`src/verilog/cbt_defs.vh`:
```
// constants of the acceptance filter and bit timing block
// assumes 32-bit register port with word-aligned byte addresses
`ifndef CBT_DEFS_VH
`define CBT_DEFS_VH

// ----------------------------------------------------------------
// register byte addresses
// ----------------------------------------------------------------
`define CBT_ADDR_TIMING   8'h00
`define CBT_ADDR_STATUS   8'h04
`define CBT_ADDR_FILT0    8'h08
`define CBT_ADDR_MASK0    8'h20
`define CBT_ADDR_MASK1    8'h24
`define CBT_ADDR_RX_BUFFER_0     8'h28
`define CBT_ADDR_RX_BUFFER_1     8'h38

// ----------------------------------------------------------------
// timing register fields
// ----------------------------------------------------------------
`define CBT_TIM_PRE_LSB   0
`define CBT_TIM_PRE_MSB   5
`define CBT_TIM_PROP_LSB  6
`define CBT_TIM_PROP_MSB  8
`define CBT_TIM_PS1_LSB   9
`define CBT_TIM_PS1_MSB   11
`define CBT_TIM_PS2_LSB   12
`define CBT_TIM_PS2_MSB   14
`define CBT_TIM_SJW_LSB   15
`define CBT_TIM_SJW_MSB   16
`define CBT_TIM_TRIPLE    17
`define CBT_TIM_RESET     32'h0003_7E40

// ----------------------------------------------------------------
// status register fields
// ----------------------------------------------------------------
`define CBT_ST_FULL0      0
`define CBT_ST_FULL1      1
`define CBT_ST_OVF0       2
`define CBT_ST_OVF1       3
`define CBT_ST_RXBIT      4
`define CBT_ST_HIT_LSB    5
`define CBT_ST_HIT_MSB    7

// ----------------------------------------------------------------
// filter, identifier and timing constants
// ----------------------------------------------------------------
`define CBT_FILT_EXT      30
`define CBT_STD_ID_W      11
`define CBT_EXT_ID_W      29
`define CBT_IPT_TQ        3'h2
`define CBT_SYNC_TQ       4'h1

`endif

```
`src/verilog/cbt_top.v`:
```
// acceptance filtering into two receive buffers plus bit timing
// assumes message arrival from receive logic as a one-cycle strobe
//
// Design decisions made here: the plain strobed port and the register offsets.
`timescale 1ns/1ps
`include "cbt_defs.vh"

// Notes on behaviour
// - a complete message in the assembly buffer moves to a buffer only on filter match
// - mask bit clear makes that identifier position match regardless
// - mask bit set needs filter bit equal to identifier bit
// - filters 0,1 with mask 0 feed buffer 0; filters 2-5 with mask 1 feed buffer 1
// - one quantum is 2*(prescaler+1) clock periods
// - bit time is quantum times quanta per bit, 5 to 25; below 8 unreliable
// - each bit opens with a one-quantum sync segment
// - propagation segment lasts 1 to 8 quanta from its 3-bit field
// - phase segment 1 lasts 1 to 8 quanta; its end is the sample point
// - phase segment 2 is 1 to 8 quanta but at least two
// - resync lengthens phase 1 or shortens phase 2 on falling bus edges
// - received bit is fixed at the end of phase segment 1
// - triple sampling takes majority of three samples half a quantum apart
// - processing time after the sample point is two quanta
// - assembly buffer always takes the next message and is not readable
module cbt_top #(
  parameter ID_W  = 29,
  parameter PRE_W = 6,
  parameter NFILT = 6
) (
  input  wire        REF_CLK_I,
  input  wire        RST_N_I,
  input  wire [7:0]  ADDR_I,
  input  wire [31:0] WDATA_I,
  input  wire        WR_I,
  input  wire        RD_I,
  output reg  [31:0] RDATA_O,
  input  wire        CAN_RX_I,
  input  wire        MSG_VALID_I,
  input  wire [28:0] MSG_ID_I,
  input  wire        MSG_EXT_I,
  input  wire [3:0]  MSG_DLC_I,
  input  wire [63:0] MSG_DATA_I,
  output wire        RX_BIT_O,
  output wire        SAMPLE_O,
  output wire        BIT_START_O,
  output reg         ACCEPT0_O,
  output reg         ACCEPT1_O
);

  // ----------------------------------------------------------------
  // storage
  // ----------------------------------------------------------------
  reg [31:0]     timing_q;
  reg [ID_W:0]   filt_q [0:NFILT-1];
  reg [ID_W-1:0] mask_q [0:1];

  reg [ID_W-1:0] asm_id_q;
  reg            asm_ext_q;
  reg [3:0]      asm_dlc_q;
  reg [63:0]     asm_data_q;
  reg            asm_pend_q;

  reg [ID_W-1:0] rxb_id_q   [0:1];
  reg            rxb_ext_q  [0:1];
  reg [3:0]      rxb_dlc_q  [0:1];
  reg [63:0]     rxb_data_q [0:1];
  reg [1:0]      full_q;
  reg [1:0]      ovf_q;
  reg [2:0]      hit_q;

  localparam NBUF = 2;

  integer i_hit;
  integer i_wr;
  integer i_buf;
  integer i_rd;

  // ----------------------------------------------------------------
  // filter compare
  // ----------------------------------------------------------------
  function id_match;
    input [ID_W-1:0] id;
    input            ext;
    input [ID_W:0]   filt;
    input [ID_W-1:0] mask;
    reg   [ID_W-1:0] width_mask;
    begin
      width_mask = ext ? {ID_W{1'b1}} :
                   {{(ID_W-`CBT_STD_ID_W){1'b0}}, {`CBT_STD_ID_W{1'b1}}};
      id_match = (ext == filt[ID_W]) &&
                 (((id ^ filt[ID_W-1:0]) & mask & width_mask) == {ID_W{1'b0}});
    end
  endfunction

  function filt_addr;
    input [7:0]   addr;
    input integer idx;
    begin
      filt_addr = (addr == `CBT_ADDR_FILT0 + 8'h04 * idx[7:0]);
    end
  endfunction

  wire [NFILT-1:0] hit;
  genvar g;
  generate
    for (g = 0; g < NFILT; g = g + 1) begin : g_filt
      assign hit[g] = id_match(asm_id_q, asm_ext_q, filt_q[g],
                               mask_q[(g < 2) ? 0 : 1]);
    end
  endgenerate

  wire acc0 = asm_pend_q & (|hit[1:0]);
  wire acc1 = asm_pend_q & ~acc0 & (|hit[NFILT-1:2]);

  // ----------------------------------------------------------------
  // lowest matching filter index
  // ----------------------------------------------------------------
  reg [2:0] hit_idx;
  always @* begin
    hit_idx = 3'h0;
    for (i_hit = NFILT - 1; i_hit >= 0; i_hit = i_hit - 1) begin
      if (hit[i_hit]) begin
        hit_idx = i_hit[2:0];
      end
    end
  end

  // ----------------------------------------------------------------
  // register writes
  // ----------------------------------------------------------------
  wire       wr_status = WR_I && (ADDR_I == `CBT_ADDR_STATUS);
  wire [1:0] clr_full  = wr_status ? WDATA_I[`CBT_ST_FULL1:`CBT_ST_FULL0] : 2'h0;
  wire [1:0] clr_ovf   = wr_status ? WDATA_I[`CBT_ST_OVF1:`CBT_ST_OVF0] : 2'h0;
  wire [1:0] acc       = {acc1, acc0};
  wire [1:0] store     = acc & ~full_q;
  wire [1:0] ovf_set   = acc & full_q;

  always @(posedge REF_CLK_I or negedge RST_N_I) begin
    if (!RST_N_I) begin
      timing_q <= `CBT_TIM_RESET;
      for (i_wr = 0; i_wr < NFILT; i_wr = i_wr + 1) begin
        filt_q[i_wr] <= {(ID_W+1){1'b0}};
      end
      mask_q[0] <= {ID_W{1'b0}};
      mask_q[1] <= {ID_W{1'b0}};
    end else if (WR_I) begin
      if (ADDR_I == `CBT_ADDR_TIMING) begin
        timing_q <= {14'h0000, WDATA_I[17:0]};
      end
      for (i_wr = 0; i_wr < NFILT; i_wr = i_wr + 1) begin
        if (filt_addr(ADDR_I, i_wr)) begin
          filt_q[i_wr] <= {WDATA_I[`CBT_FILT_EXT], WDATA_I[ID_W-1:0]};
        end
      end
      if (ADDR_I == `CBT_ADDR_MASK0) begin
        mask_q[0] <= WDATA_I[ID_W-1:0];
      end
      if (ADDR_I == `CBT_ADDR_MASK1) begin
        mask_q[1] <= WDATA_I[ID_W-1:0];
      end
    end
  end

  // ----------------------------------------------------------------
  // assembly buffer: always open for the next message
  // ----------------------------------------------------------------
  always @(posedge REF_CLK_I or negedge RST_N_I) begin
    if (!RST_N_I) begin
      asm_id_q   <= {ID_W{1'b0}};
      asm_ext_q  <= 1'b0;
      asm_dlc_q  <= 4'h0;
      asm_data_q <= 64'h0000_0000_0000_0000;
      asm_pend_q <= 1'b0;
    end else begin
      asm_pend_q <= MSG_VALID_I;
      if (MSG_VALID_I) begin
        asm_id_q   <= MSG_ID_I[ID_W-1:0];
        asm_ext_q  <= MSG_EXT_I;
        asm_dlc_q  <= MSG_DLC_I;
        asm_data_q <= MSG_DATA_I;
      end
    end
  end

  // ----------------------------------------------------------------
  // receive buffers and accept pulses
  // ----------------------------------------------------------------
  always @(posedge REF_CLK_I or negedge RST_N_I) begin
    if (!RST_N_I) begin
      for (i_buf = 0; i_buf < NBUF; i_buf = i_buf + 1) begin
        rxb_id_q[i_buf]   <= {ID_W{1'b0}};
        rxb_ext_q[i_buf]  <= 1'b0;
        rxb_dlc_q[i_buf]  <= 4'h0;
        rxb_data_q[i_buf] <= 64'h0000_0000_0000_0000;
      end
      hit_q     <= 3'h0;
      ACCEPT0_O <= 1'b0;
      ACCEPT1_O <= 1'b0;
    end else begin
      for (i_buf = 0; i_buf < NBUF; i_buf = i_buf + 1) begin
        if (store[i_buf]) begin
          rxb_id_q[i_buf]   <= asm_id_q;
          rxb_ext_q[i_buf]  <= asm_ext_q;
          rxb_dlc_q[i_buf]  <= asm_dlc_q;
          rxb_data_q[i_buf] <= asm_data_q;
        end
      end
      ACCEPT0_O <= store[0];
      ACCEPT1_O <= store[1];
      if (|store) begin
        hit_q <= hit_idx;
      end
    end
  end

  // ----------------------------------------------------------------
  // status flags: a set wins over a clear
  // ----------------------------------------------------------------
  wire [1:0] full_d = (full_q & ~clr_full) | store;
  wire [1:0] ovf_d  = (ovf_q & ~clr_ovf) | ovf_set;

  always @(posedge REF_CLK_I or negedge RST_N_I) begin
    if (!RST_N_I) begin
      full_q <= 2'h0;
      ovf_q  <= 2'h0;
    end else begin
      full_q <= full_d;
      ovf_q  <= ovf_d;
    end
  end

  // ----------------------------------------------------------------
  // register reads, data one cycle after the strobe
  // ----------------------------------------------------------------
  function [31:0] rxb_word;
    input [1:0] sel;
    input       b;
    begin
      case (sel)
        2'h0:    rxb_word = {1'b0, rxb_ext_q[b], {(30-ID_W){1'b0}}, rxb_id_q[b]};
        2'h1:    rxb_word = {28'h0000000, rxb_dlc_q[b]};
        2'h2:    rxb_word = rxb_data_q[b][31:0];
        default: rxb_word = rxb_data_q[b][63:32];
      endcase
    end
  endfunction

  reg [31:0] rd_d;
  always @* begin
    rd_d = 32'h0000_0000;
    if (ADDR_I == `CBT_ADDR_TIMING) begin
      rd_d = timing_q;
    end else if (ADDR_I == `CBT_ADDR_STATUS) begin
      rd_d = {24'h000000, hit_q, RX_BIT_O, ovf_q, full_q};
    end else if (ADDR_I == `CBT_ADDR_MASK0) begin
      rd_d = {{(32-ID_W){1'b0}}, mask_q[0]};
    end else if (ADDR_I == `CBT_ADDR_MASK1) begin
      rd_d = {{(32-ID_W){1'b0}}, mask_q[1]};
    end else if (ADDR_I[7:4] == `CBT_ADDR_RX_BUFFER_0 >> 4 && ADDR_I[3] == 1'b1) begin
      rd_d = rxb_word({1'b0, ADDR_I[2]}, 1'b0);
    end else if (ADDR_I[7:4] == 4'h3 && ADDR_I[3] == 1'b0) begin
      rd_d = rxb_word({1'b1, ADDR_I[2]}, 1'b0);
    end else if (ADDR_I >= `CBT_ADDR_RX_BUFFER_1 && ADDR_I < `CBT_ADDR_RX_BUFFER_1 + 8'h10) begin
      rd_d = rxb_word(ADDR_I[3:2] - 2'h2, 1'b1);
    end else begin
      for (i_rd = 0; i_rd < NFILT; i_rd = i_rd + 1) begin
        if (filt_addr(ADDR_I, i_rd)) begin
          rd_d = {1'b0, filt_q[i_rd][ID_W], {(30-ID_W){1'b0}}, filt_q[i_rd][ID_W-1:0]};
        end
      end
    end
  end

  always @(posedge REF_CLK_I or negedge RST_N_I) begin
    if (!RST_N_I) begin
      RDATA_O <= 32'h0000_0000;
    end else if (RD_I) begin
      RDATA_O <= rd_d;
    end else begin
      RDATA_O <= 32'h0000_0000;
    end
  end

  // ----------------------------------------------------------------
  // bit timing
  // ----------------------------------------------------------------
  cbt_bit_timing #(
    .PRE_W (PRE_W)
  ) u_timing (
    .clk_i       (REF_CLK_I),
    .rst_n_i     (RST_N_I),
    .prescaler_i (timing_q[`CBT_TIM_PRE_MSB:`CBT_TIM_PRE_LSB]),
    .prop_i      (timing_q[`CBT_TIM_PROP_MSB:`CBT_TIM_PROP_LSB]),
    .ps1_i       (timing_q[`CBT_TIM_PS1_MSB:`CBT_TIM_PS1_LSB]),
    .ps2_i       (timing_q[`CBT_TIM_PS2_MSB:`CBT_TIM_PS2_LSB]),
    .sjw_i       (timing_q[`CBT_TIM_SJW_MSB:`CBT_TIM_SJW_LSB]),
    .triple_i    (timing_q[`CBT_TIM_TRIPLE]),
    .bus_i       (CAN_RX_I),
    .rx_bit_o    (RX_BIT_O),
    .sample_o    (SAMPLE_O),
    .bit_start_o (BIT_START_O)
  );

endmodule

```
`src/verilog/cbt_bit_timing.v`:
```
// nominal bit timing: quantum prescaler, segments, resync, sampling
// assumes bus input synchronous to the clock, config held stable
`timescale 1ns/1ps
`include "cbt_defs.vh"

module cbt_bit_timing #(
  parameter PRE_W = 6
) (
  input  wire             clk_i,
  input  wire             rst_n_i,
  input  wire [PRE_W-1:0] prescaler_i,
  input  wire [2:0]       prop_i,
  input  wire [2:0]       ps1_i,
  input  wire [2:0]       ps2_i,
  input  wire [1:0]       sjw_i,
  input  wire             triple_i,
  input  wire             bus_i,
  output reg              rx_bit_o,
  output reg              sample_o,
  output reg              bit_start_o
);

  // ----------------------------------------------------------------
  // states
  // ----------------------------------------------------------------
  localparam ST_SYNC = 2'h0;
  localparam ST_PROP = 2'h1;
  localparam ST_PS1  = 2'h2;
  localparam ST_PS2  = 2'h3;

  reg [PRE_W-1:0] half_cnt_q;
  reg             second_half_q;
  reg [1:0]       state_q;
  reg [4:0]       seg_cnt_q;
  reg [4:0]       seg_len_q;
  reg [2:0]       samp_q;
  reg             bus_prev_q;

  wire half_tick = (half_cnt_q == prescaler_i);
  wire tq_tick   = half_tick & second_half_q;
  wire edge_fall = bus_prev_q & ~bus_i;
  wire seg_end   = tq_tick & (seg_cnt_q + 5'h01 >= seg_len_q);
  wire [4:0] sjw_q5 = {3'h0, sjw_i} + 5'h01;
  // phase segment 2 never shorter than the processing time
  wire [4:0] ps2_eff = ({2'h0, ps2_i} + 5'h01 < {2'h0, `CBT_IPT_TQ}) ?
                       {2'h0, `CBT_IPT_TQ} : {2'h0, ps2_i} + 5'h01;
  wire [4:0] ps2_left = seg_len_q - seg_cnt_q;

  function [4:0] min5;
    input [4:0] a;
    input [4:0] b;
    begin
      min5 = (a < b) ? a : b;
    end
  endfunction

  function maj3;
    input [2:0] s;
    begin
      maj3 = (s[0] & s[1]) | (s[0] & s[2]) | (s[1] & s[2]);
    end
  endfunction

  // ----------------------------------------------------------------
  // quantum prescaler: half quantum is prescaler+1 clocks
  // ----------------------------------------------------------------
  always @(posedge clk_i or negedge rst_n_i) begin
    if (!rst_n_i) begin
      half_cnt_q    <= {PRE_W{1'b0}};
      second_half_q <= 1'b0;
      samp_q        <= 3'h7;
      bus_prev_q    <= 1'b1;
    end else begin
      bus_prev_q <= bus_i;
      if (half_tick) begin
        half_cnt_q    <= {PRE_W{1'b0}};
        second_half_q <= ~second_half_q;
        samp_q        <= {samp_q[1:0], bus_i};
      end else begin
        half_cnt_q <= half_cnt_q + {{(PRE_W-1){1'b0}}, 1'b1};
      end
    end
  end

  // ----------------------------------------------------------------
  // segment sequencer
  // ----------------------------------------------------------------
  always @(posedge clk_i or negedge rst_n_i) begin
    if (!rst_n_i) begin
      state_q     <= ST_SYNC;
      seg_cnt_q   <= 5'h00;
      seg_len_q   <= {1'b0, `CBT_SYNC_TQ};
      rx_bit_o    <= 1'b1;
      sample_o    <= 1'b0;
      bit_start_o <= 1'b0;
    end else begin
      sample_o    <= 1'b0;
      bit_start_o <= 1'b0;
      if (edge_fall && (state_q == ST_PROP || state_q == ST_PS1)) begin
        seg_len_q <= seg_len_q + ((state_q == ST_PS1) ?
                     min5(seg_cnt_q + 5'h01, sjw_q5) : 5'h00);
      end
      if (edge_fall && state_q == ST_PS2 && ps2_left <= sjw_q5) begin
        // early edge: it opens the next bit, sync quantum taken here
        state_q     <= ST_PROP;
        seg_cnt_q   <= 5'h00;
        seg_len_q   <= {2'h0, prop_i} + 5'h01;
        bit_start_o <= 1'b1;
      end else if (edge_fall && state_q == ST_PS2) begin
        seg_len_q <= seg_len_q - sjw_q5;
      end else if (seg_end) begin
        seg_cnt_q <= 5'h00;
        case (state_q)
          ST_SYNC: begin
            state_q   <= ST_PROP;
            seg_len_q <= {2'h0, prop_i} + 5'h01;
          end
          ST_PROP: begin
            state_q   <= ST_PS1;
            seg_len_q <= {2'h0, ps1_i} + 5'h01;
          end
          ST_PS1: begin
            state_q   <= ST_PS2;
            seg_len_q <= ps2_eff;
            sample_o  <= 1'b1;
            rx_bit_o  <= triple_i ? maj3({samp_q[1:0], bus_i}) : bus_i;
          end
          default: begin
            state_q     <= ST_SYNC;
            seg_len_q   <= {1'b0, `CBT_SYNC_TQ};
            bit_start_o <= 1'b1;
          end
        endcase
      end else if (tq_tick) begin
        seg_cnt_q <= seg_cnt_q + 5'h01;
      end
    end
  end

endmodule

```
`config.mk`:
```
export PLATFORM = sky130hd
export DESIGN_NAME = cbt_top
export DESIGN_NICKNAME = d
export VERILOG_FILES = /design/src/verilog/cbt_top.v /design/src/verilog/cbt_bit_timing.v
export VERILOG_INCLUDE_DIRS = /design/src /design/src/verilog
export SDC_FILE = /design/constraint.sdc
export NUM_CORES = 1
export LEC_CHECK = 0
export ABC_CLOCK_PERIOD_IN_PS = 4400
export BUFFER_PORTS_ARGS = -buffer_cell sky130_fd_sc_hd__buf_2
export CORE_UTILIZATION = 55
export DETAILED_ROUTE_END_ITERATION = 7
export PLACE_DENSITY = 0.73
export SYNTH_ARGS = -nofsm -noshare
export SYNTH_HDL_FRONTEND = slang
export SYNTH_SLANG_ARGS = --single-unit
export TNS_END_PERCENT = 50
```
`constraint.sdc`:
```
create_clock -name REF_CLK_I -period 4.4 [get_ports REF_CLK_I]
set_clock_uncertainty 0.2 [all_clocks]
set_input_delay 0 -clock REF_CLK_I [delete_from_list [all_inputs] [get_ports REF_CLK_I]]
set_output_delay 0 -clock REF_CLK_I [all_outputs]
set_load 0.01 [all_outputs]
```
==> qor.csv, run 1 <==
metric,value,unit
numCtsBuffers,68,
nets,3053,
synthAdderAreaFrac,1.49,%
max_stage_delay,0.74,ns
power.total,17100,µW
antenna_found_initial,7,
die_area,56900,µm²
path_depth,10,
synth_edf_count,0,
gp_congestion,0.991,
num-fill-cells,3894,
routed_wl,95400,µm
grt_pass1_wl,144000,µm
cts_tree,yes,
drive_gt1_share,33.9,%
cp_top_family,compound AO/OA/AOI/OAI gates,
ys_seq_area_share,50.2,%
clk_path_buf_depth,3,
finish.utilization,67.9,%
relSlewSlack,17.7,%
drtPass1Iterations,7,
ir_drop,0.276,mV
reg2regPathDepth,10,
ant_nets,0,
finalCritPeriodShare,97.1,%
cts-root-buf,clkbuf_16,
required,4.69,ns
synthFlopType,dfrtp_1,
cts_resized,0,
tightest_slew,1.23,ns
reg2reg_from,asm_id_q[15],
die_h,239,µm
grt_max_degree,122,
synth-xor-area-share,5.66,%
synth_async_sr_flop_share,100,%
synth_cell_type_count,77,
crit_path_end_kind,flop,
io_pins,181,
synth_seq_cells,617,
fp-row-count,86,
die_width,239,µm
synth_top_family_by_area,multiplexers,
core-area,55200,µm²
overflow,0,
cp-start-kind,flop,
maxSlewViolCount,0,
port_buffers,178,
timing.max_cap.violations,0,
start_util,55.8,%
leakage,0.0178,µW
synth_top_area_share,49.0,%
yosys_warnings,0,
power.density,456,nW/µm²
synth.avg_cell_area,12.7,µm²
routedWlPerCell,25.9,µm
clock.fmax,234,MHz
cp-endpoint,rxb_data_q[84],
tns,0,ns
timing.hold.ws,-0.0246,ns
synth_nets,2602,
num_vias,22800,
syn2layout_area_growth,21.7,%
synthCells,2423,
path_buf_inv,3,
cts.sinks,617,
setup_viol_count_final,0,
grt_pass1_vias,23300,
startpoint,asm_id_q[15],
path_clk_slew,0.06,ns
synth_simple_gate_area_share,4.70,%
clock_latency,0.61,ns
vias_per_cell,6.18,
drt_first_iter_violations,2403,
crit_chain,"xor2_1, a22oi_1, nand4_1, a2111oi_0, buf_4, o2111ai_1, a211o_1, inv_6, buf_12, mux2_2",
violations,hold timing,
yosys.area.top_type,dfrtp_1,
synth_mux_area_share,24.4,%
drcViolationCount,0,
worst_hold_path_type,input pin to async pin,
rsz0062_at_grt,no,
crit_type,flop to flop,
cts-htree-levels,3,
dp_hpwl,62900,µm
synth_compound_area_share,9.77,%
r2r_slack,0.13,ns
worst_path_max_delay_cell,dfrtp_1,
grt_usage,34.0,%
status,"finished, violations left",
synth_area,30800,µm²
netlist_top_cells_area,"dfrtp_1 (49%), mux2_2 (17%), xor2_1 (5.3%)",
cp.arrival,4.56,ns
hold_viol_final,8,
period_needed,4.27,ns
path_max_fanout,20,
r2r_end,rxb_data_q[84],
cell type report:
cell class / count / area, µm² / share of cell area [%]
diodes: 4 / 10.0 / 0.0267
flip-flops and latches: 617 / 15500 / 41.2
clock inverters: 24 / 246 / 0.658
well taps: 748 / 936 / 2.50
inverters: 35 / 136 / 0.364
repair buffers: 539 / 4440 / 11.8
multi-input cells: 1613 / 14200 / 37.9
clock buffers: 100 / 2030 / 5.43
synth_stat cells (all sizes together) (14+ instances only):
| cell | count |
|---|---|
| a22oi | 108 |
| mux2 | 570 |
| nand3 | 31 |
| a222oi | 14 |
| nand2 | 91 |
| xor2 | 186 |
| a221oi | 31 |
| dfstp | 14 |
| clkbuf | 84 |
| nor2 | 98 |
| ha | 32 |
| a31oi | 19 |
| inv | 34 |
| buf | 74 |
| a21oi | 64 |
| nand4 | 18 |
| o21ai | 106 |
| mux2i | 59 |
| dfrtp | 603 |
registers in the layout, summed over array words and instances (netlist names), 3 cells and up:
signal and cells:
rxb_id_q 58, asm_data_q 64, RDATA_O 32, asm_id_q 29, filt_q 180, hit_q 3
rxb_data_q 128, u_timing.seg_len_q 5, timing_q 18, u_timing.half_cnt_q 6, rxb_dlc_q 8, mask_q 58
asm_dlc_q 4, u_timing.seg_cnt_q 5
cell families (layout without fill, tap and decap cells):
logic type	count (synthesis)	in the layout
adders and majority gates	35	35
xor gates and xnor gates	199	199
AOI/OAI and AO/OA	439	439
DFF	617	617
muxes	634	634
and+or+nand+nor	305	305
other	1	5
buffers and inverters	193	698
routing by layer:
metal	track usage [%]	up-vias	part of all wire (%)
met4	11.7	2	3.2
met5	0	-	0.015
met1	46.1	11700	41
li1	-	9759	-
met2	54.3	1113	47
met3	6.96	211	8.4
stage by stage:
stage | worst slack, ns | std cells | instance area [µm²]
5_1_grt | 0.0938 | 3679 | 37500
3_3_place_gp | 0.102 | 3283 | 32500
6_report | 0.129 | 3680 | 37500
4_1_cts | 0.100 | 3675 | 37500
3_5_place_dp | 0.109 | 3283 | 32500
2_1_floorplan | 1.00 | 2423 | 30800
worst min path at each step:
stage	endpoint	cells after the start	start
global route	asm_id_q[7]	3	RST_N_I
finish	RDATA_O[6]	3	RST_N_I
floorplan	ACCEPT0_O	0	RST_N_I
CTS	filt_q[9]	3	RST_N_I
global placement	RDATA_O[4]	1	RST_N_I
detailed placement	RDATA_O[6]	1	RST_N_I
report_power, final:
part	internal, µW	total, µW	switching (µW)
combinational	2070	3670	1600
sequential	6690	7570	885
clock	3450	5840	2390
total	12200	17100	4880
worst reg2reg max path, cell delays in order, from the launching register on:
cell       delay, ns
dfrtp_1         0.74
xor2_1          0.15
a22oi_1         0.44
nand4_1         0.29
a2111oi_0       0.72
buf_4           0.25
o2111ai_1       0.14
a211o_1         0.47
inv_6           0.19
buf_12          0.20
mux2_2          0.38
repair_timing:
action / CTS / global route
buffers inserted: 0 / 1
hold endpoints to repair: 562 / 0
setup endpoints to repair: 0 / 28
hold buffers: 268 / 0
placed cells by master (no fill, tap or decap), drive strengths merged, types with 8 or more instances in the layout:
master,netlist,routed
and3,9,9
dlygate4sd3,0,267
inv,34,38
mux2,570,570
a221oi,31,31
o22ai,13,13
a21o,8,8
ha,32,32
nand3,31,31
a21oi,64,64
nor3,9,9
mux2i,59,59
buf,74,272
xor2,186,186
nand4,18,18
xnor2,13,13
dfstp,14,14
a222oi,14,14
clkinv,1,17
dfrtp,603,603
a221o,9,9
clkbuf,84,100
nor2,98,98
nor2b,11,11
o21ai,106,106
o2111ai,8,8
nand2,91,91
a31oi,19,19
and2,8,8
a22o,13,13
a22oi,108,108
(Power assumes the default switching activity.)
==> inputs of run 2 (changes only) <==
- CORE_MARGIN: default -> 1.5
==> qor.csv, run 2 (synthesized netlist as in run 1, its figures left out) <==
metric,value,unit,change
status,completed,,
fp-row-count,86,,unchanged
overflow,0,,unchanged
core-area,55200,µm²,unchanged
grt_max_degree,111,,-9.0%
max_stage_delay,0.84,ns,+0.10 ns
port_buffers,178,,unchanged
tns,0,ns,unchanged
tightest_slew,0.929,ns,-0.303 ns
drive_gt1_share,33.4,%,-0.52 points
use_met3,6.44,%,-0.52 points
dp_hpwl,63100,µm,+0.20%
cts_tree,yes,,
drt_first_iter_violations,2193,,-8.7%
final_cell_mix,"dfrtp_1 (603), mux2_2 (463), dlygate4sd3_1 (280)",,
required,4.68,ns,about the same
cts.sinks,617,,unchanged
grt.met2_usage,54.1,%,-0.18 points
nets,3060,,+0.23%
clock.fmax,232,MHz,-0.84%
timing.max_cap.violations,0,,unchanged
top_register,filt_q,,
clock_latency,0.61,ns,about the same
ir_drop,0.333,mV,+21%
cp.arrival,4.59,ns,+0.03 ns
grtUsageMet1,45.8,%,-0.29 points
die_area,57400,µm²,+0.84%
numCtsBuffers,68,,unchanged
grt_pass1_wl,145000,µm,+0.67%
cts-root-buf,clkbuf_16,,
crit_path_end_kind,flop,,
rsz0062_at_grt,no,,
largest_reg_flops,180,,unchanged
hold_viol_final,0,,-8
vias_per_cell,6.18,,-0.13%
largestRegisters,"filt_q x180, rxb_data_q x128, asm_data_q x64",,
num-fill-cells,3980,,+2.2%
grt_pass1_vias,23500,,+1.1%
relSlewSlack,37.9,%,+20 points
grt-busiest-layer,met2,,
grt_usage,33.8,%,-0.15 points
path_max_fanout,16,,-20%
maxSlewViolCount,0,,unchanged
path_common_cell,buf_4,,
ant_nets,0,,unchanged
antenna_found_initial,8,,+1
routed_wl,95600,µm,+0.21%
gp_congestion,0.979,,-1.2%
cts-htree-levels,3,,unchanged
die_width,240,µm,+0.42%
start_util,55.8,%,unchanged
setup_viol_count_final,0,,unchanged
crit_type,flop to flop,,
routedWlPerCell,26.0,µm,+0.10%
finalCritPeriodShare,97.9,%,+0.82 points
path_clk_slew,0.06,ns,about the same
crit_chain,"xor2_1, a22oi_1, nand4_1, a2111oi_1, buf_4, o21ai_0, and4_4, nor4_4, buf_4, mux2_4",,
die_h,240,µm,+0.42%
clk_path_buf_depth,3,,unchanged
worst_hold_path_type,input pin to flop,,
io_pins,181,,unchanged
worst_path_max_delay_cell,a2111oi_1,,
drcViolationCount,0,,unchanged
num_vias,22800,,-0.026%
post_cts_buffers,0,,unchanged
worst_slack,0.0931,ns,-0.0363 ns
cp-start-kind,flop,,
layout_commonest_cell,dfrtp_1,,
drtPass1Iterations,5,,-2
power.density,453,nW/µm²,-0.56%
period_needed,4.31,ns,+0.0363 ns
leakage,0.0178,µW,about the same
dp_slack,0.0843,ns,-0.0244 ns
syn2layout_area_growth,22.0,%,
run 2: cell types whose count changed in the layout (fill, tap and decap cells not counted), sizes merged:
cell / delta
dlygate4sd3: +13
clkinv: -8
buf: -6
clkbuf: +6
bufinv: -1
run 2: power by group:
part / internal (µW) / switching [µW] / total [µW]
Combinational: 2080 / 1610 / 3680
Sequential: 6690 / 893 / 7580
Clock: 3400 / 2360 / 5760
run 2: timing repair:
action / in CTS / in global routing
setup endpoints to repair: 0 / 93
endpoints found under the hold margin: 988 / 0
resized for setup: 0 / 1
hold buffers: 281 / 0
run 2: final timing paths:
| check | end | depth (start not counted) | start | slack, ns |
|---|---|---|---|---|
| worst max-delay path | rxb_data_q[35] | 10 | asm_id_q[12] | 0.09 |
| max in group asynchronous | filt_q[144] | 4 | RST_N_I | 2.94 |
| worst min register to register | u_timing.second_half_q | 1 | u_timing.second_half_q | 0.29 |
| worst max register to register | rxb_data_q[35] | 10 | asm_id_q[12] | 0.09 |
| worst min-delay path | asm_id_q[13] | 3 | MSG_ID_I[13] | 0.02 |
| min in group asynchronous | u_timing.half_cnt_q[1] | 4 | RST_N_I | 0.51 |
run 2: critical path: cells and delay by family (launching register included):
family	cells	cell delay, ns
XOR/XNOR	1	0.25
AND/OR/NAND/NOR	3	0.91
flip-flops	1	0.58
multiplexers	1	0.34
AO/OA/AOI/OAI	3	1.24
buffers and inverters	2	0.66
run 2: layer usage:
metal	routed length (µm)	vias to the layer above
met4	3230	10
met1	40300	11800
met5	64	-
met3	7080	200
li1	-	9756
met2	45000	970
run 2: stage by stage:
stage	cell area (µm²)	hold slack, ns	power, µW	std cells	utilization, %
after floorplan	30800	-0.496	9890	2423	-
after detailed placement	32500	-0.105	11000	3278	58.9
after global routing	37600	0.0272	17800	3683	68.0
final	37600	0.0232	17000	3684	68.0
after global placement	32500	-0.120	10800	3278	58.9
after CTS	37600	0.000902	16900	3680	68.0
run 2: cell type report:
type / instances / area [µm²] / area share, %
Multi-Input combinational cell: 1613 / 14200 / 37.9
Tap cell: 748 / 936 / 2.49
Clock inverter: 15 / 176 / 0.470
Antenna cell: 4 / 10.0 / 0.0266
Inverter: 35 / 136 / 0.363
Sequential cell: 617 / 15500 / 41.2
Clock buffer: 106 / 2060 / 5.48
Timing Repair Buffer: 546 / 4560 / 12.2
==> inputs of run 3 (changes only) <==
- ABC_AREA: default -> 1
- SLEW_MARGIN: default -> 20
==> qor.csv, run 3 <==
metric,value,unit,change
nets,4503,,+47%
start_util,55.7,%,-0.091 points
gp_congestion,0.954,,-2.6%
startpoint,u_timing.seg_cnt_q[0],,
ys_seq_area_share,50.4,%,+0.18 points
routedWlPerCell,20.0,µm,-23%
clock.fmax,276,MHz,+19%
synth_area,30700,µm²,-0.36%
relSlewSlack,29.3,%,-8.6 points
synth_nets,4065,,+56%
drt_first_iter_violations,3596,,+64%
yosys_warnings,0,,unchanged
synth_top_area_share,49.2,%,+0.18 points
r2r_slack,0.78,ns,+0.68 ns
drcViolationCount,0,,unchanged
reg2reg_from,u_timing.seg_cnt_q[0],,
worst_slack,0.775,ns,+0.682 ns
cts-htree-levels,3,,unchanged
cp.arrival,3.94,ns,-0.65 ns
grt_pass1_wl,160000,µm,+10%
layout_commonest_cell,nand2_1,,
dp_slack,0.849,ns,+0.765 ns
path_clk_slew,0.06,ns,about the same
overflow,0,,unchanged
tns,0,ns,unchanged
grt_pass1_vias,28200,,+20%
power.density,411,nW/µm²,-9.3%
fp-row-count,86,,unchanged
num_vias,29500,,+30%
power.total,15500,µW,-8.7%
port_buffers,178,,unchanged
largest_reg_flops,180,,unchanged
yosysMostFrequentCell,nand2_1,,
io_pins,181,,unchanged
final_cell_mix,"nand2_1 (1,190), dfrtp_1 (602), o21ai_0 (383)",,
grt_max_degree,115,,+3.6%
ir_drop,0.265,mV,-21%
tightest_slew,1.06,ns,+0.128 ns
setup_viol_count_final,0,,unchanged
core-area,55100,µm²,-0.19%
die_h,239,µm,-0.18%
cts_tree,yes,,
diodes,0,,-4
cts.sinks,617,,unchanged
numCtsBuffers,67,,-1.5%
vias_per_cell,5.76,,-6.8%
yosys-top-cells-count,"nand2_1 (1,199), dfrtp_1 (603), o21ai_0 (383), inv_1 (318), o21ai_1 (263)",,
synth_cell_type_count,52,,-32%
hold_viol_final,0,,unchanged
cts-root-buf,clkbuf_16,,
clock_latency,0.62,ns,about the same
routed_wl,103000,µm,+7.4%
ant_nets,0,,unchanged
clk_path_buf_depth,3,,unchanged
path_max_fanout,8,,-8
hold_path.startpoint,ADDR_I[2],,
grt_usage,36.4,%,+2.6 points
cp-start-kind,flop,,
synthCells,3886,,+60%
die_width,239,µm,-0.18%
top_register,filt_q,,
cts_resized,0,,unchanged
leakage,0.0177,µW,-0.49%
synth_seq_cells,617,,unchanged
maxSlewViolCount,0,,unchanged
antenna_found_initial,1,,-7
period_needed,3.62,ns,-0.682 ns
crit_type,flop to flop,,
worst_hold_path_type,input pin to flop,,
yosys.area.top_type,dfrtp_1,,
drtPass1Iterations,6,,+1
die_area,57200,µm²,-0.35%
finalCritPeriodShare,82.4,%,-15 points
synth_edf_count,0,,unchanged
status,completed,,
syn2layout_area_growth,23.1,%,
crit_path_end_kind,flop,,
dp_hpwl,62200,µm,-1.4%
synth_async_sr_flop_share,100,%,unchanged
synthFlopType,dfrtp_1,,
netlist_top_cells_area,"dfrtp_1 (49%), nand2_1 (15%), o21ai_0 (6.2%)",,
synth.avg_cell_area,7.90,µm²,-38%
timing.max_cap.violations,0,,unchanged
required,4.71,ns,+0.03 ns
largestRegisters,"filt_q x180, rxb_data_q x128, asm_data_q x64",,
rsz0062_at_grt,no,,
drive_gt1_share,10.9,%,-22 points
[run 3: cell count changes in the layout (fill, tap and decap cells not counted), moves of 83 or more]
cell / delta
xor2_1: -173
nand3_1: +144
nor2_1: +83
mux2_4: -107
a22oi_1: -106
mux2_2: -463
nand2_1: +1099
o21ai_1: +262
o21ai_0: +277
inv_1: +285
[run 3: worst paths after layout]
check | end | cells after the start
worst max-delay path | u_timing.seg_len_q[4] | 16
worst min-delay path | RDATA_O[30] | 7
worst max register to register | u_timing.seg_len_q[4] | 16
worst min register to register | u_timing.samp_q[1] | 2
max in group asynchronous | rxb_data_q[30] | 4
min in group asynchronous | rxb_id_q[44] | 4
[run 3: worst max-delay path: stages (launching register included)]
cell	delay, ns
dfrtp_1	0.51
ha_1	0.24
xor2_1	0.36
ha_1	0.31
a21oi_1	0.13
and2_1	0.19
o21ai_0	0.09
a21oi_1	0.14
ha_1	0.21
inv_1	0.07
fa_1	0.40
nor2_1	0.13
o21ai_0	0.08
nand2_1	0.10
xor2_1	0.15
a21oi_1	0.08
o22ai_1	0.14
[run 3: cells by family (layout without fill, tap and decap cells)]
group           Yosys count  count (layout)  synth area share (%)
flops                   617             617                  50.4
xor+xnor                 21              21                 0.599
simple gates           1746            1746                  23.7
other cells               1               1                0.0122
buf+inv                 550            1037                  7.63
fa+ha+maj                35              35                  1.50
compound gates          916             916                  16.2
[run 3: final cells by class]
| type | count | area [µm²] |
|---|---|---|
| timing repair buffer | 568 | 4860 |
| sequential | 617 | 15500 |
| clock inverter | 27 | 297 |
| tap | 748 | 936 |
| multi-input combinational | 2719 | 12900 |
| inverter | 351 | 1330 |
| fill | 4367 | 17300 |
| clock buffer | 91 | 1960 |
[run 3: repair_timing]
action                                 4_1_cts  5_1_grt
hold buffers                               336        0
endpoints found under the hold margin      564        0
buffers inserted                             0        0
[run 3: metal layers]
| layer | part of all wire (%) | global-route usage (%) |
|---|---|---|
| met2 | 45 | 56.0 |
| met5 | 0.019 | 0 |
| met4 | 3.5 | 14.1 |
| met1 | 41 | 51.0 |
| met3 | 10 | 7.18 |
[run 3: metrics by stage]
stage	area [µm²]	util, %	std cells	hold WS, ns
global route	37800	68.6	5121	0.0620
global placement	32100	58.3	4667	-0.0563
detailed placement	32100	58.3	4667	-0.0534
floorplan	30700	-	3886	-0.496
finish	37800	68.6	5121	0.0484
CTS	37800	68.6	5121	0.0181
[run 3: report_power, final]
part	total [µW]	switching [µW]	internal, µW
clock network	5840	2410	3430
logic	2870	1690	1180
registers	6830	512	6310
